`config.mk`:
```
export PLATFORM = sky130hd
export DESIGN_NAME = uqps_top
export DESIGN_NICKNAME = d
export VERILOG_FILES = /design/src/pkg/uqps_pkg.sv /design/src/verilog/uqps_chan.sv /design/src/verilog/uqps_top.sv
export SDC_FILE = /design/constraint.sdc
export NUM_CORES = 1
export LEC_CHECK = 0
export ABC_CLOCK_PERIOD_IN_PS = 4210
export BUFFER_PORTS_ARGS = -buffer_cell sky130_fd_sc_hd__buf_2
export CAP_MARGIN = 10
export CELL_PAD_IN_SITES_DETAIL_PLACEMENT = 0
export CELL_PAD_IN_SITES_GLOBAL_PLACEMENT = 1
export CORE_ASPECT_RATIO = 0.6
export CORE_MARGIN = 5
export CORE_UTILIZATION = 49
export CTS_BUF_LIST = sky130_fd_sc_hd__clkbuf_8
export CTS_CLUSTER_DIAMETER = 50
export CTS_CLUSTER_SIZE = 14
export DETAILED_ROUTE_END_ITERATION = 12
export PLACE_DENSITY_LB_ADDON = 0.1
export SLEW_MARGIN = 5
export SYNTH_ARGS = -nofsm -noshare
export SYNTH_HDL_FRONTEND = slang
export SYNTH_SLANG_ARGS = --single-unit
```
`constraint.sdc`:
```
create_clock -name CLK_I -period 4.21 [get_ports CLK_I]
set_input_delay 0.842 -clock CLK_I [delete_from_list [all_inputs] [get_ports CLK_I]]
set_output_delay 0.842 -clock CLK_I [all_outputs]
set_load 0.05 [all_outputs]
```
`src/pkg/uqps_pkg.sv`:
```
// constants for the quad serial pin-signalling block
package uqps_pkg;
  localparam int unsigned NUM_CH        = 4;
  // register offsets on address lines 2..0
  localparam logic [2:0]  REG_ENH_FEAT  = 3'h2;
  localparam logic [2:0]  REG_MODEM_CTL = 3'h4;
  localparam logic [2:0]  REG_LINE_STAT = 3'h5;
  // field positions
  localparam int unsigned MODEM_RTS_BIT    = 1;
  localparam int unsigned MODEM_LOOP_BIT   = 4;
  localparam int unsigned ENH_AUTO_RTS_BIT = 6;
  localparam int unsigned LSR_RX_BIT    = 0;
  localparam int unsigned LSR_TX_BIT    = 5;
  // address field positions
  localparam int unsigned CH_ADDR_LSB   = 3;
  // reset values
  localparam logic [7:0]  MODEM_CTL_RST = 8'h00;
  localparam logic [7:0]  ENH_FEAT_RST  = 8'h00;
  // synchroniser layout: {rx[3:0], data[7:0], addr[4:0], rw, cs_n}
  localparam int unsigned SYNC_W        = 19;
  localparam logic [18:0] SYNC_RST      = 19'h78001;
endpackage

```
`src/verilog/uqps_chan.sv`:
```
// one channel: control registers, request-to-send and serial pin routing
`timescale 1ns/100ps
`default_nettype none
module uqps_chan
(
  input  wire logic       clk_i,
  input  wire logic       rst_i,
  input  wire logic       wr_stb_i,
  input  wire logic [2:0] reg_sel_i,
  input  wire logic [7:0] wdata_i,
  input  wire logic       tx_ser_i,
  input  wire logic       tx_en_i,
  input  wire logic       rx_pin_i,
  input  wire logic       rx_below_trig_i,
  input  wire logic       rx_avail_i,
  input  wire logic       tx_space_i,
  output logic      [7:0] rdata_o,
  output logic            rts_n_o,
  output logic            ser_out_o,
  output logic            rx_core_o,
  output logic            loop_o
);
  logic [7:0] modem_ctrl_r;
  logic [7:0] modem_ctrl_nxt;
  logic [7:0] enh_feat_r;
  logic [7:0] enh_feat_nxt;
  logic       ser_r;
  logic       ser_nxt;

  // register writes; offsets outside the map are ignored
  always_comb
  begin
    modem_ctrl_nxt = modem_ctrl_r;
    enh_feat_nxt   = enh_feat_r;
    if (wr_stb_i && reg_sel_i == uqps_pkg::REG_MODEM_CTL)
      modem_ctrl_nxt = wdata_i;
    if (wr_stb_i && reg_sel_i == uqps_pkg::REG_ENH_FEAT)
      enh_feat_nxt = wdata_i;
  end

  always_ff @(posedge clk_i or posedge rst_i)
  begin
    if (rst_i)
    begin
      modem_ctrl_r <= uqps_pkg::MODEM_CTL_RST;
      enh_feat_r   <= uqps_pkg::ENH_FEAT_RST;
    end
    else
    begin
      modem_ctrl_r <= modem_ctrl_nxt;
      enh_feat_r   <= enh_feat_nxt;
    end
  end

  assign loop_o = modem_ctrl_r[uqps_pkg::MODEM_LOOP_BIT];

  // low means data waiting; auto mode also needs room in the receiver,
  // otherwise the flag plays no part in the data path
  // reset clears the control bit, so the pin idles high
  assign rts_n_o = ~(modem_ctrl_r[uqps_pkg::MODEM_RTS_BIT]
                   & (~enh_feat_r[uqps_pkg::ENH_AUTO_RTS_BIT]
                      | rx_below_trig_i));

  // line held high when idle, disabled or looped back
  always_comb
  begin
    ser_nxt = tx_ser_i;
    if (loop_o || !tx_en_i)
      ser_nxt = 1'b1;
  end

  always_ff @(posedge clk_i or posedge rst_i)
  begin
    if (rst_i)
      ser_r <= 1'b1;
    else
      ser_r <= ser_nxt;
  end

  assign ser_out_o = ser_r;

  // loop-back feeds own transmit data, external pin ignored
  assign rx_core_o = loop_o ? tx_ser_i : rx_pin_i;

  // readback of control and per-channel status
  always_comb
  begin
    rdata_o = 8'h00;
    unique case (reg_sel_i)
      uqps_pkg::REG_MODEM_CTL: rdata_o = modem_ctrl_r;
      uqps_pkg::REG_ENH_FEAT:  rdata_o = enh_feat_r;
      uqps_pkg::REG_LINE_STAT:
      begin
        rdata_o[uqps_pkg::LSR_RX_BIT] = rx_avail_i;
        rdata_o[uqps_pkg::LSR_TX_BIT] = tx_space_i;
      end
      default: rdata_o = 8'h00;
    endcase
  end
endmodule
`default_nettype wire

```
`src/verilog/uqps_top.sv`:
```
// four-channel serial pin signalling with combined-strobe host bus
// Overview of operation
// - each channel's request-to-send pin goes low when data waits.
// - writing one to modem control bit 1 drives request-to-send low, in auto mode only while below the receive trigger.
// - after reset every request-to-send pin is high.
// - request-to-send affects data flow only with auto mode (bit 6).
// - the combined strobe reads when high and writes when low.
// - each transmit pin is high in reset, when idle and when disabled.
// - loop-back ignores the receive pin and feeds own transmit data in.
// - loop-back disables the transmit pin, holding it high.
// - receive summary goes low when any channel has data available.
// - receive summary returns high when no channel has data left.
// - transmit summary is low while any channel has a free location.
// - transmit summary is high only when all channels are full.
// - per-channel status is read through chip select and address.
// - address lines 4..3 pick the channel, 00 A to 11 D.
`timescale 1ns/100ps
`default_nettype none
module uqps_top
(
  input  wire logic       CLK_I,
  input  wire logic       RST_I,
  input  wire logic       CS_N_I,
  input  wire logic       RW_I,
  input  wire logic [4:0] ADDR_I,
  input  wire logic [7:0] DATA_I,
  output logic      [7:0] DATA_O,
  output logic            DATA_OE_O,
  input  wire logic [3:0] TX_SER_I,
  input  wire logic [3:0] TX_EN_I,
  input  wire logic [3:0] RX_BELOW_TRIG_I,
  input  wire logic [3:0] RX_AVAIL_I,
  input  wire logic [3:0] TX_SPACE_I,
  input  wire logic [3:0] SER_IN_I,
  output logic      [3:0] SER_OUT_O,
  output logic      [3:0] RX_CORE_O,
  output logic      [3:0] LOOP_O,
  output logic      [3:0] REQ_SEND_N_O,
  output logic            RX_READY_SUM_N_O,
  output logic            TX_SPACE_SUM_N_O
);
  typedef enum logic [0:0] {BUS_IDLE, BUS_HOLD} uqps_bus_t;

  uqps_bus_t   st_r;
  uqps_bus_t   st_nxt;
  logic [18:0] sync1_r;
  logic [18:0] sync2_r;
  logic        cs_n_s;
  logic        rw_s;
  logic [4:0]  addr_s;
  logic [7:0]  data_s;
  logic [3:0]  rx_s;
  logic        take;
  logic [1:0]  chan_sel;
  logic [3:0]  wr_stb;
  logic [7:0]  rdata_ch [4];
  logic [7:0]  rdata_r;
  logic [7:0]  rdata_nxt;
  logic        oe_r;
  logic        oe_nxt;

  // channel number from the upper address pair
  function automatic logic [1:0] chan_of(input logic [4:0] a);
    chan_of = a[uqps_pkg::CH_ADDR_LSB +: 2];
  endfunction

  // two-stage synchroniser; receive lines reset high as the far side idles
  always_ff @(posedge CLK_I or posedge RST_I)
  begin
    if (RST_I)
    begin
      sync1_r <= uqps_pkg::SYNC_RST;
      sync2_r <= uqps_pkg::SYNC_RST;
    end
    else
    begin
      sync1_r <= {SER_IN_I, DATA_I, ADDR_I, RW_I, CS_N_I};
      sync2_r <= sync1_r;
    end
  end

  assign cs_n_s = sync2_r[0];
  assign rw_s   = sync2_r[1];
  assign addr_s = sync2_r[6:2];
  assign data_s = sync2_r[14:7];
  assign rx_s   = sync2_r[18:15];

  // one access per chip-select assertion; waits for release before the next
  assign take     = (st_r == BUS_IDLE) && !cs_n_s;
  assign chan_sel = chan_of(addr_s);

  // write only with the strobe low, to the decoded channel
  always_comb
  begin
    wr_stb = 4'h0;
    if (take && !rw_s)
      wr_stb[chan_sel] = 1'b1;
  end

  // bus state, read data and data-bus enable
  always_comb
  begin
    st_nxt    = st_r;
    rdata_nxt = rdata_r;
    oe_nxt    = oe_r;
    unique case (st_r)
      BUS_IDLE:
        if (take)
        begin
          st_nxt = BUS_HOLD;
          if (rw_s)
          begin
            rdata_nxt = rdata_ch[chan_sel];
            oe_nxt    = 1'b1;
          end
        end
      BUS_HOLD:
        if (cs_n_s)
        begin
          st_nxt = BUS_IDLE;
          oe_nxt = 1'b0;
        end
    endcase
  end

  always_ff @(posedge CLK_I or posedge RST_I)
  begin
    if (RST_I)
    begin
      st_r    <= BUS_IDLE;
      rdata_r <= 8'h00;
      oe_r    <= 1'b0;
    end
    else
    begin
      st_r    <= st_nxt;
      rdata_r <= rdata_nxt;
      oe_r    <= oe_nxt;
    end
  end

  assign DATA_O    = rdata_r;
  assign DATA_OE_O = oe_r;

  // the four channel blocks
  for (genvar g = 0; g < 4; g++)
  begin : g_ch
    uqps_chan u_chan
    (
      .clk_i           (CLK_I),
      .rst_i           (RST_I),
      .wr_stb_i        (wr_stb[g]),
      .reg_sel_i       (addr_s[2:0]),
      .wdata_i         (data_s),
      .tx_ser_i        (TX_SER_I[g]),
      .tx_en_i         (TX_EN_I[g]),
      .rx_pin_i        (rx_s[g]),
      .rx_below_trig_i (RX_BELOW_TRIG_I[g]),
      .rx_avail_i      (RX_AVAIL_I[g]),
      .tx_space_i      (TX_SPACE_I[g]),
      .rdata_o         (rdata_ch[g]),
      .rts_n_o         (REQ_SEND_N_O[g]),
      .ser_out_o       (SER_OUT_O[g]),
      .rx_core_o       (RX_CORE_O[g]),
      .loop_o          (LOOP_O[g])
    );
  end

  // combinational summaries so a DMA engine sees status without delay
  assign RX_READY_SUM_N_O = ~|RX_AVAIL_I;
  assign TX_SPACE_SUM_N_O = ~|TX_SPACE_I;
endmodule
`default_nettype wire
```
* Word-level counts from Yosys, hierarchy flattened
Cells that the tools add are included.
Storage, ports and cells: register bits after elaboration 116, bits in latches 0, memory bits (writable) 0, memory bits (read-only) 0, bits of input ports 41, logic and storage cells 108, memories kept 0
Cells by class: add/sub/neg operators 0, $mul 0, div/mod/pow operators 0, magnitude comparators 3, eq/ne operators 6, shifts and indexed selects 0, muxes and demuxes 37, bitwise logic cells 18, reductions and logical operators 27
Operator list (count):
- 4-bit case mux with 2 select lines | 4
- 1-bit case mux with 3 select lines | 8
- 8-bit binary-select mux with 2-bit select | 1
- 8-bit two-way mux | 2
- 2-bit case mux with 2 select lines | 4
- 1-bit two-way mux | 14
- 1-bit logical AND | 11
- 1-bit NOT | 9
- 1-bit zero test | 8
- 4-bit OR reduction | 2
- 3-bit equality test (second input constant) | 2
- 3-bit AND reduction | 2
- 1-bit AND | 4
- 1-bit logical OR | 4
- 4-bit two-way mux | 1
- 2-bit inequality test (second input constant) | 2
- 1-bit bitwise OR | 4
- 1-bit case mux with 2 select lines | 2
- 3-bit by 2-bit equality test with 1-bit output (second input constant) | 1
- 3-bit >= comparator (second input constant) | 1
- 2-bit by 3-bit < comparator with 1-bit output (second input constant) | 1
- 2-bit NOT with 3-bit output | 1
- 1-bit demux with 2-bit select | 1
- 2-bit by 1-bit >= comparator with 1-bit output (second input constant) | 1
- 2-bit by 1-bit inequality test with 1-bit output (second input constant) | 1

* Longest topological paths before layout
Gate-level depths: netlist of the first run.
depth after elaboration 6, gate-level depth with buffers 6

* Hierarchy
A second synthesis of the first run with hierarchy kept.
Unflattened totals: cell total of the unflattened synthesis 377, area total of the unflattened synthesis 5472.7 um^2
By module, submodules not included:
- uqps_chan | times used 4, cells each 74, area an instance 972.2 um^2, sequential area each 426.7 um^2
- uqps_top | times used 1, cells each 81, area an instance 1584.0 um^2, sequential area each 1213.7 um^2

* Worst setup path after synthesis of the first run
OpenSTA, ideal clock, no wires.
kind in2out, start in RX_AVAIL_I[0], end out RX_READY_SUM_N_O, data arrival time 2.397 ns, required time 3.368 ns, path slack 0.971 ns, stages on the path 1, path through nor4_1
On the way: longest elaborated chain between the ends 2
RTL lines:
- start, declared | RTL line uqps_top.sv:32 | input wire logic [3:0] RX_AVAIL_I,
- 4-bit OR reduction | RTL line uqps_top.sv:170 | assign RX_READY_SUM_N_O = ~|RX_AVAIL_I;
- 1-bit zero test | RTL line uqps_top.sv:170
- end, declared | RTL line uqps_top.sv:39 | output logic RX_READY_SUM_N_O,
No other way between the ends.

* Final worst setup path of the first run
start reg sync2_r[2], end reg g_ch[2].u_chan.enh_feat_r[2]
On the way: longest elaborated chain between the ends 2
RTL lines:
- start, declared | RTL line uqps_top.sv:47 | logic [18:0] sync2_r;
- start signal, assigned | RTL line uqps_top.sv:73 | sync2_r <= uqps_pkg::SYNC_RST;
- start signal, assigned | RTL line uqps_top.sv:78 | sync2_r <= sync1_r;
- 3-bit by 2-bit equality test with 1-bit output | RTL line uqps_chan.sv:37 | if (wr_stb_i && reg_sel_i == uqps_pkg::REG_ENH_FEAT)
- 1-bit logical AND | RTL line uqps_chan.sv:37
- end signal, assigned | RTL line uqps_chan.sv:46 | enh_feat_r <= uqps_pkg::ENH_FEAT_RST;
- end signal, assigned | RTL line uqps_chan.sv:51 | enh_feat_r <= enh_feat_nxt;
- end, declared | RTL line uqps_chan.sv:25 | logic [7:0] enh_feat_r;
No other way between the ends. A chain may end at the register's enable or synchronous reset.

==> results.py, run 1 <==
metrics = {
    "floorplan": {
        "design.die.area_um2": 12100,
        "floorplan.core_area_um2": 9770,
        "initial_utilization_pct": 49.7,
        "die-width_um": 139,
        "fp-row-count": 28,
        "chipHeight_um": 87.1,
        "io_pins": 68,
    },
    "sta": {
        "setup_viol": 0,
        "worst-slew-pin-transition_ns": 0.897,
        "drv_slew": 0,
        "timing.slew.headroom_pct": 40.1,
        "min_period_over_period_pct": 58.3,
        "worst_clock_skew_ns": 0.00747,
        "unrepaired_setup_endpoints_after_global_routing": "no",
        "final.min_clock_period_ns": 2.45,
        "max_freq_ghz": 0.407,
        "report.final.hold_viol_count": 0,
        "tns_ns": 0,
        "fin_hold_ws_ns": 0.350,
    },
    "synthesis": {
        "synth.cell_area_um2": 4860,
        "post_synth_inst_count": 352,
        "synthDistinctLibCells": 39,
        "yosys-mux-area-fraction_pct": 19.2,
        "synthesized_area_fraction_occupied_by_ao_oa_aoi_and_oai_cells_pct": 7.85,
        "synthesized_area_fraction_occupied_by_xor_and_xnor_cells_pct": 0,
        "synth_sequential_area_ratio_pct": 60.1,
        "post_synthesis_net_count": 393,
        "synth.ff_latch_count": 116,
        "largest_family_of_logic_cells_by_synthesized_area": "multiplexers",
        "syn_area_per_cell_um2": 13.8,
        "synthSimpleGateAreaFrac_pct": 8.42,
        "warnings_synthesis": 0,
        "synth_fa_ha_area_share_pct": 0,
    },
    "routing": {
        "drt_total_wl_um": 10500,
        "total_iterations_of_the_first_detailed_routing_run": 4,
        "wl_met2_um": 4580,
        "route.layer.met1.wl_um": 5230,
        "mean_routed_wirelength_per_cell_um": 18.9,
        "vias_per_cell": 5.33,
        "detail_route.iter0.violations": 118,
        "route.vias.total": 2982,
        "post-route-drc-count": 0,
        "routed.top_layer": "met4",
        "met3WireLength_um": 650,
        "drt.antenna.violating_nets": 0,
    },
    "global_routing": {
        "grt_antenna_before_repair": 0,
        "grt_first_pass_wirelength_um": 17300,
        "first_global_vias": 3045,
        "grt_remaining_overflow": 0,
        "grt.total_usage_pct": 19.2,
        "grt_max_degree": 72,
    },
    "pwr": {
        "power.density_cell_area_nw_per_um2": 463,
        "p_leak_nw": 2.69,
        "vdd.ir_drop.worst_mv": 0.259,
    },
    "cts": {
        "cts_sinks": 116,
        "htreeDepth": 4,
        "tritoncts_buffer_count": 17,
        "max_clock_buf_depth": 2,
        "clock_latency_ns": 0.42,
        "hold_buffers": 0,
        "tritoncts": "yes",
        "clkSlewWorstSetupHoldPaths_ns": 0.07,
        "cts_root_buffer": "clkbuf_8",
        "postCtsSetupRepairBufs": 0,
        "ctsResizeCount": 0,
    },
    "place": {
        "placed_cell_area_um2": 5190,
        "dp_hpwl_um": 7210,
        "place_congestion": 0.759,
        "port_buffer_cells": 67,
    },
    "final_layout": {
        "final_layout_size_suffix_gt1_share_pct": 46.2,
        "layout.core_utilization_pct": 57.4,
        "antenna-diode-count": 0,
        "area_growth_pct": 15.5,
        "layout_commonest_cell": "dfrtp_1",
        "final_net_count": 452,
        "fillCellCount": 829,
        "finalInstanceArea_um2": 5610,
        "layout_common_cells": "dfrtp_1, buf_2, mux2_2, clkbuf_8",
    },
    "setup_path": {
        "worstSetupStartpointType": "register",
        "r2r.worst_path.cells": 4,
        "cp_max_fo": 15,
        "timing.critical_path.to_type": "register",
        "classification_of_the_worst_setup_path": "register to register",
        "cp_data_required_time_ns": 4.52,
        "worst_ep_arrival_time_ns": 2.76,
    },
    "flow_run": {
        "max_cap_viol_count": 0,
    },
    "min_path": {
        "whs_path_depth": 0,
        "worst_hold_path_type": "register to register",
    },
    "status": {
        "status": "finished, final reports clean",
    },
}
==> metal layers <==
layer  vias to the layer above  GRT usage, %
li1                       1382             -
met1                      1518          28.3
met2                        75          27.0
met3                         7          6.25
met4                         0          6.10
met5                         -             0
==> through the flow <==
step | instances | setup slack, ns | power [mW]
final | 559 | 1.76 | 2.60
after global routing | 559 | 1.64 | 2.73
after CTS | 559 | 1.74 | 2.64
after detailed placement | 527 | 1.76 | 1.57
after global placement | 527 | 1.81 | 1.57
after floorplan | 352 | 0.319 | 1.50
==> cells in the mapped netlist <==
master / number / share of area (%)
buf_1: 1 / 0.077
nor2b_1: 2 / 0.26
nor2_2: 1 / 0.13
clkbuf_1: 9 / 0.70
a22oi_1: 6 / 0.93
o211ai_1: 1 / 0.15
o22a_1: 3 / 0.54
nand2_2: 4 / 0.51
buf_6: 2 / 0.46
a221oi_1: 6 / 1.1
and2_1: 2 / 0.26
dfrtp_1: 102 / 53
mux2_1: 5 / 1.2
o21bai_1: 3 / 0.46
nor3b_2: 1 / 0.26
o21ai_0: 4 / 0.41
mux2i_1: 8 / 1.6
nor4_4: 2 / 0.88
o31ai_1: 1 / 0.15
o22ai_1: 3 / 0.39
or3_1: 2 / 0.26
a21oi_1: 12 / 1.2
buf_4: 16 / 2.5
inv_1: 8 / 0.62
mux2_4: 5 / 1.5
nand3b_1: 12 / 1.9
a221o_1: 6 / 1.2
a32o_1: 1 / 0.21
or3b_1: 2 / 0.36
nand2b_1: 3 / 0.39
a31oi_1: 4 / 0.51
dfstp_2: 14 / 7.6
nor4_1: 2 / 0.26
nor2_1: 14 / 1.1
nand2_4: 4 / 0.93
a32oi_1: 3 / 0.54
nand2_1: 13 / 1.0
buf_2: 1 / 0.10
mux2_2: 64 / 15
==> power by group <==
part | switching, mW | total [mW] | internal [mW]
combinational | 0.175 | 0.280 | 0.105
clock | 0.464 | 1.05 | 0.588
sequential | 0.0680 | 1.27 | 1.20
total | 0.707 | 2.60 | 1.89
==> kinds of logic after synthesis <==
kind of cell    count (synthesis)
buf+inv                        37
compound gates                 53
simple gates                   64
flops                         116
mux                            82
==> area by class of cell <==
class | count | area (µm²) | area share [%]
Tap cell | 135 | 169 | 3.01
Sequential cell | 116 | 2920 | 52.1
Multi-Input combinational cell | 199 | 1720 | 30.7
Timing Repair Buffer | 69 | 350 | 6.24
Inverter | 8 | 32.5 | 0.580
Clock inverter | 15 | 181 | 3.23
Clock buffer | 17 | 234 | 4.17
==> worst paths after layout <==
kind,startpoint,endpoint,slack [ns]
worst max-delay path,sync2_r[2],g_ch[2].u_chan.enh_feat_r[2],1.76
worst min-delay path,sync1_r[8],sync2_r[8],0.35
worst max register to register,sync2_r[2],g_ch[2].u_chan.enh_feat_r[2],1.76
worst min register to register,sync1_r[8],sync2_r[8],0.35
max in group asynchronous,RST_I,g_ch[3].u_chan.enh_feat_r[5],2.71
min in group asynchronous,RST_I,sync2_r[6],0.59
==> flip-flops by register name (all words and copies together), names as in the netlist <==
name,flops
DATA_O,8
DATA_OE_O,1
g_ch.u_chan.modem_ctrl_r,32
g_ch.u_chan.ser_out_o,4
g_ch.u_chan.enh_feat_r,32
st_r,1
sync2_r,19
sync1_r,19
==> worst max-delay path, stage by stage (launching register included) <==
cell     delay, ns
dfrtp_1       0.59
or3b_1        0.65
nor4_4        0.52
nand2_4       0.21
mux2_1        0.36
Power figures use the tool's default switching activity.
==> run 2: changes to the inputs <==
ABC_CLOCK_PERIOD_IN_PS = 2550   (was 4210)
clock period = 2.55 ns   (was 4.21 ns; I/O delays follow)
==> run 2 against run 1 <==
Effect of this change: register-to-register slack worse by 1.3 ns; utilization grew 0.84 points; clock-buffer cell count is 2 higher; hold slack worse by 0.23 ns; sequential share of layout area decreased by 0.76 points; critical path type unchanged; critical endpoint is now DATA_O[5]; largest cell class unchanged.
==> results.py, run 2 (synthesis gave the netlist of run 1 again) <==
metrics = {
    "status": {
        "status": "finished, final reports clean",
    },
    "setup_path": {
        "worst_ep_arrival_time_ns": 2.38,
        "timing.critical_path.max_delay_family": "simple AND/OR/NAND/NOR gates",
        "classification_of_the_worst_setup_path": "register to register",
        "slowest_stage": "nor3b_2",
        "max_stage_delay_ns": 0.55,
        "r2r_slack_ns": 0.50,
        "crit_chain": "buf_4 -> nor3b_2 -> a221oi_1 -> or3_1 -> o31ai_1",
        "timing.critical_path.to_type": "register",
        "cp_data_required_time_ns": 2.89,
        "r2r.worst_path.cells": 5,
        "cp_max_fo": 12,
        "critical_path.reg2reg.startpoint": "sync2_r[2]",
        "worstReg2RegEnd": "DATA_O[5]",
        "cp.buffers_inverters": 1,
        "worstSetupStartpointType": "register",
    },
    "cts": {
        "htreeDepth": 4,
        "clock_latency_ns": 0.43,
        "postCtsSetupRepairBufs": 0,
        "tritoncts": "yes",
        "hold_buffers": 0,
        "tritoncts_buffer_count": 17,
        "cts_sinks": 116,
        "cts_root_buffer": "clkbuf_8",
        "clkSlewWorstSetupHoldPaths_ns": 0.07,
        "max_clock_buf_depth": 2,
        "ctsResizeCount": 0,
    },
    "global_routing": {
        "grt_first_pass_wirelength_um": 18100,
        "grt_antenna_before_repair": 0,
        "first_global_vias": 3136,
        "grt_max_degree": 68,
        "grt.total_usage_pct": 20.1,
        "grt_remaining_overflow": 0,
    },
    "place": {
        "place_congestion": 0.853,
        "port_buffer_cells": 67,
        "dp_hpwl_um": 7720,
    },
    "floorplan": {
        "floorplan.core_area_um2": 9770,
        "design.die.area_um2": 12100,
        "io_pins": 68,
        "fp-row-count": 28,
        "die-width_um": 139,
        "chipHeight_um": 87.1,
        "initial_utilization_pct": 49.7,
    },
    "final_layout": {
        "layout_commonest_cell": "dfrtp_1",
        "final_layout_size_suffix_gt1_share_pct": 47.1,
        "area_growth_pct": 17.2,
        "final_net_count": 461,
        "reg.largest.list": "g_ch.u_chan.enh_feat_r: 32 flops, g_ch.u_chan.modem_ctrl_r: 32 flops",
        "layout_common_cells": "dfrtp_1, buf_2, mux2_2, clkbuf_8",
        "antenna-diode-count": 0,
    },
    "routing": {
        "total_iterations_of_the_first_detailed_routing_run": 4,
        "post-route-drc-count": 0,
        "vias_per_cell": 5.39,
        "mean_routed_wirelength_per_cell_um": 19.5,
        "route.vias.total": 3060,
        "detail_route.iter0.violations": 175,
        "drt_total_wl_um": 11100,
        "drt.antenna.violating_nets": 0,
    },
    "sta": {
        "worst_clock_skew_ns": 0.0105,
        "setup_viol": 0,
        "worst-slew-pin-transition_ns": 0.645,
        "min_period_over_period_pct": 80.3,
        "fin_hold_ws_ns": 0.122,
        "max_freq_ghz": 0.489,
        "final.min_clock_period_ns": 2.05,
        "unrepaired_setup_endpoints_after_global_routing": "no",
        "report.final.hold_viol_count": 0,
        "tns_ns": 0,
        "drv_slew": 0,
        "timing.slew.headroom_pct": 56.9,
    },
    "min_path": {
        "worst_hold_path_type": "primary input to asynchronous set/reset pin",
    },
    "pwr": {
        "power.density_cell_area_nw_per_um2": 756,
        "p_leak_nw": 2.75,
        "vdd.ir_drop.worst_mv": 0.429,
    },
    "flow_run": {
        "max_cap_viol_count": 0,
    },
}
## run 2: where the power goes
group,total [mW],switching (mW),internal [mW]
logic,0.491,0.308,0.183
clock network,1.73,0.728,0.998
registers,2.09,0.106,1.98
## run 2: how the worst max path moves through the flow
stage	slack, ns	cells past startpoint	to	startpoint
after detailed placement	0.51	5	DATA_O[5]	sync2_r[2]
after global routing	0.36	5	DATA_O[5]	sync2_r[2]
after global placement	0.60	5	DATA_O[5]	sync2_r[2]
after floorplan	0.54	6	g_ch[0].u_chan.enh_feat_r[1]	sync2_r[2]
after CTS	0.52	5	DATA_O[5]	sync2_r[2]
final	0.50	5	DATA_O[5]	sync2_r[2]
## run 2: cell type report
cell class | instances | area, µm²
Multi-Input combinational cell | 199 | 1740
Sequential cell | 116 | 2920
Fill cell | 797 | 4080
Tap cell | 135 | 169
Timing Repair Buffer | 78 | 430
Clock buffer | 19 | 262
Clock inverter | 13 | 143
Inverter | 8 | 33.8
## run 2: through the flow
stage / power [mW] / setup WS, ns / instance area (µm²) / cells / utilization, %
after detailed placement: 2.62 / 0.508 / 5290 / 536 / 54.1
after global routing: 4.51 / 0.357 / 5690 / 568 / 58.2
after CTS: 4.35 / 0.523 / 5690 / 568 / 58.2
final: 4.31 / 0.503 / 5690 / 568 / 58.2
after global placement: 2.61 / 0.601 / 5290 / 536 / 54.1
after floorplan: 2.47 / 0.537 / 4870 / 352 / -
## run 2: routing by layer
layer | vias to the layer above | GRT usage [%] | share of wire (%)
met2 | 89 | 27.4 | 41
met5 | - | 0 | 0
met4 | 0 | 5.38 | 0.82
li1 | 1398 | - | -
met3 | 9 | 6.91 | 7.4
met1 | 1564 | 30.3 | 51
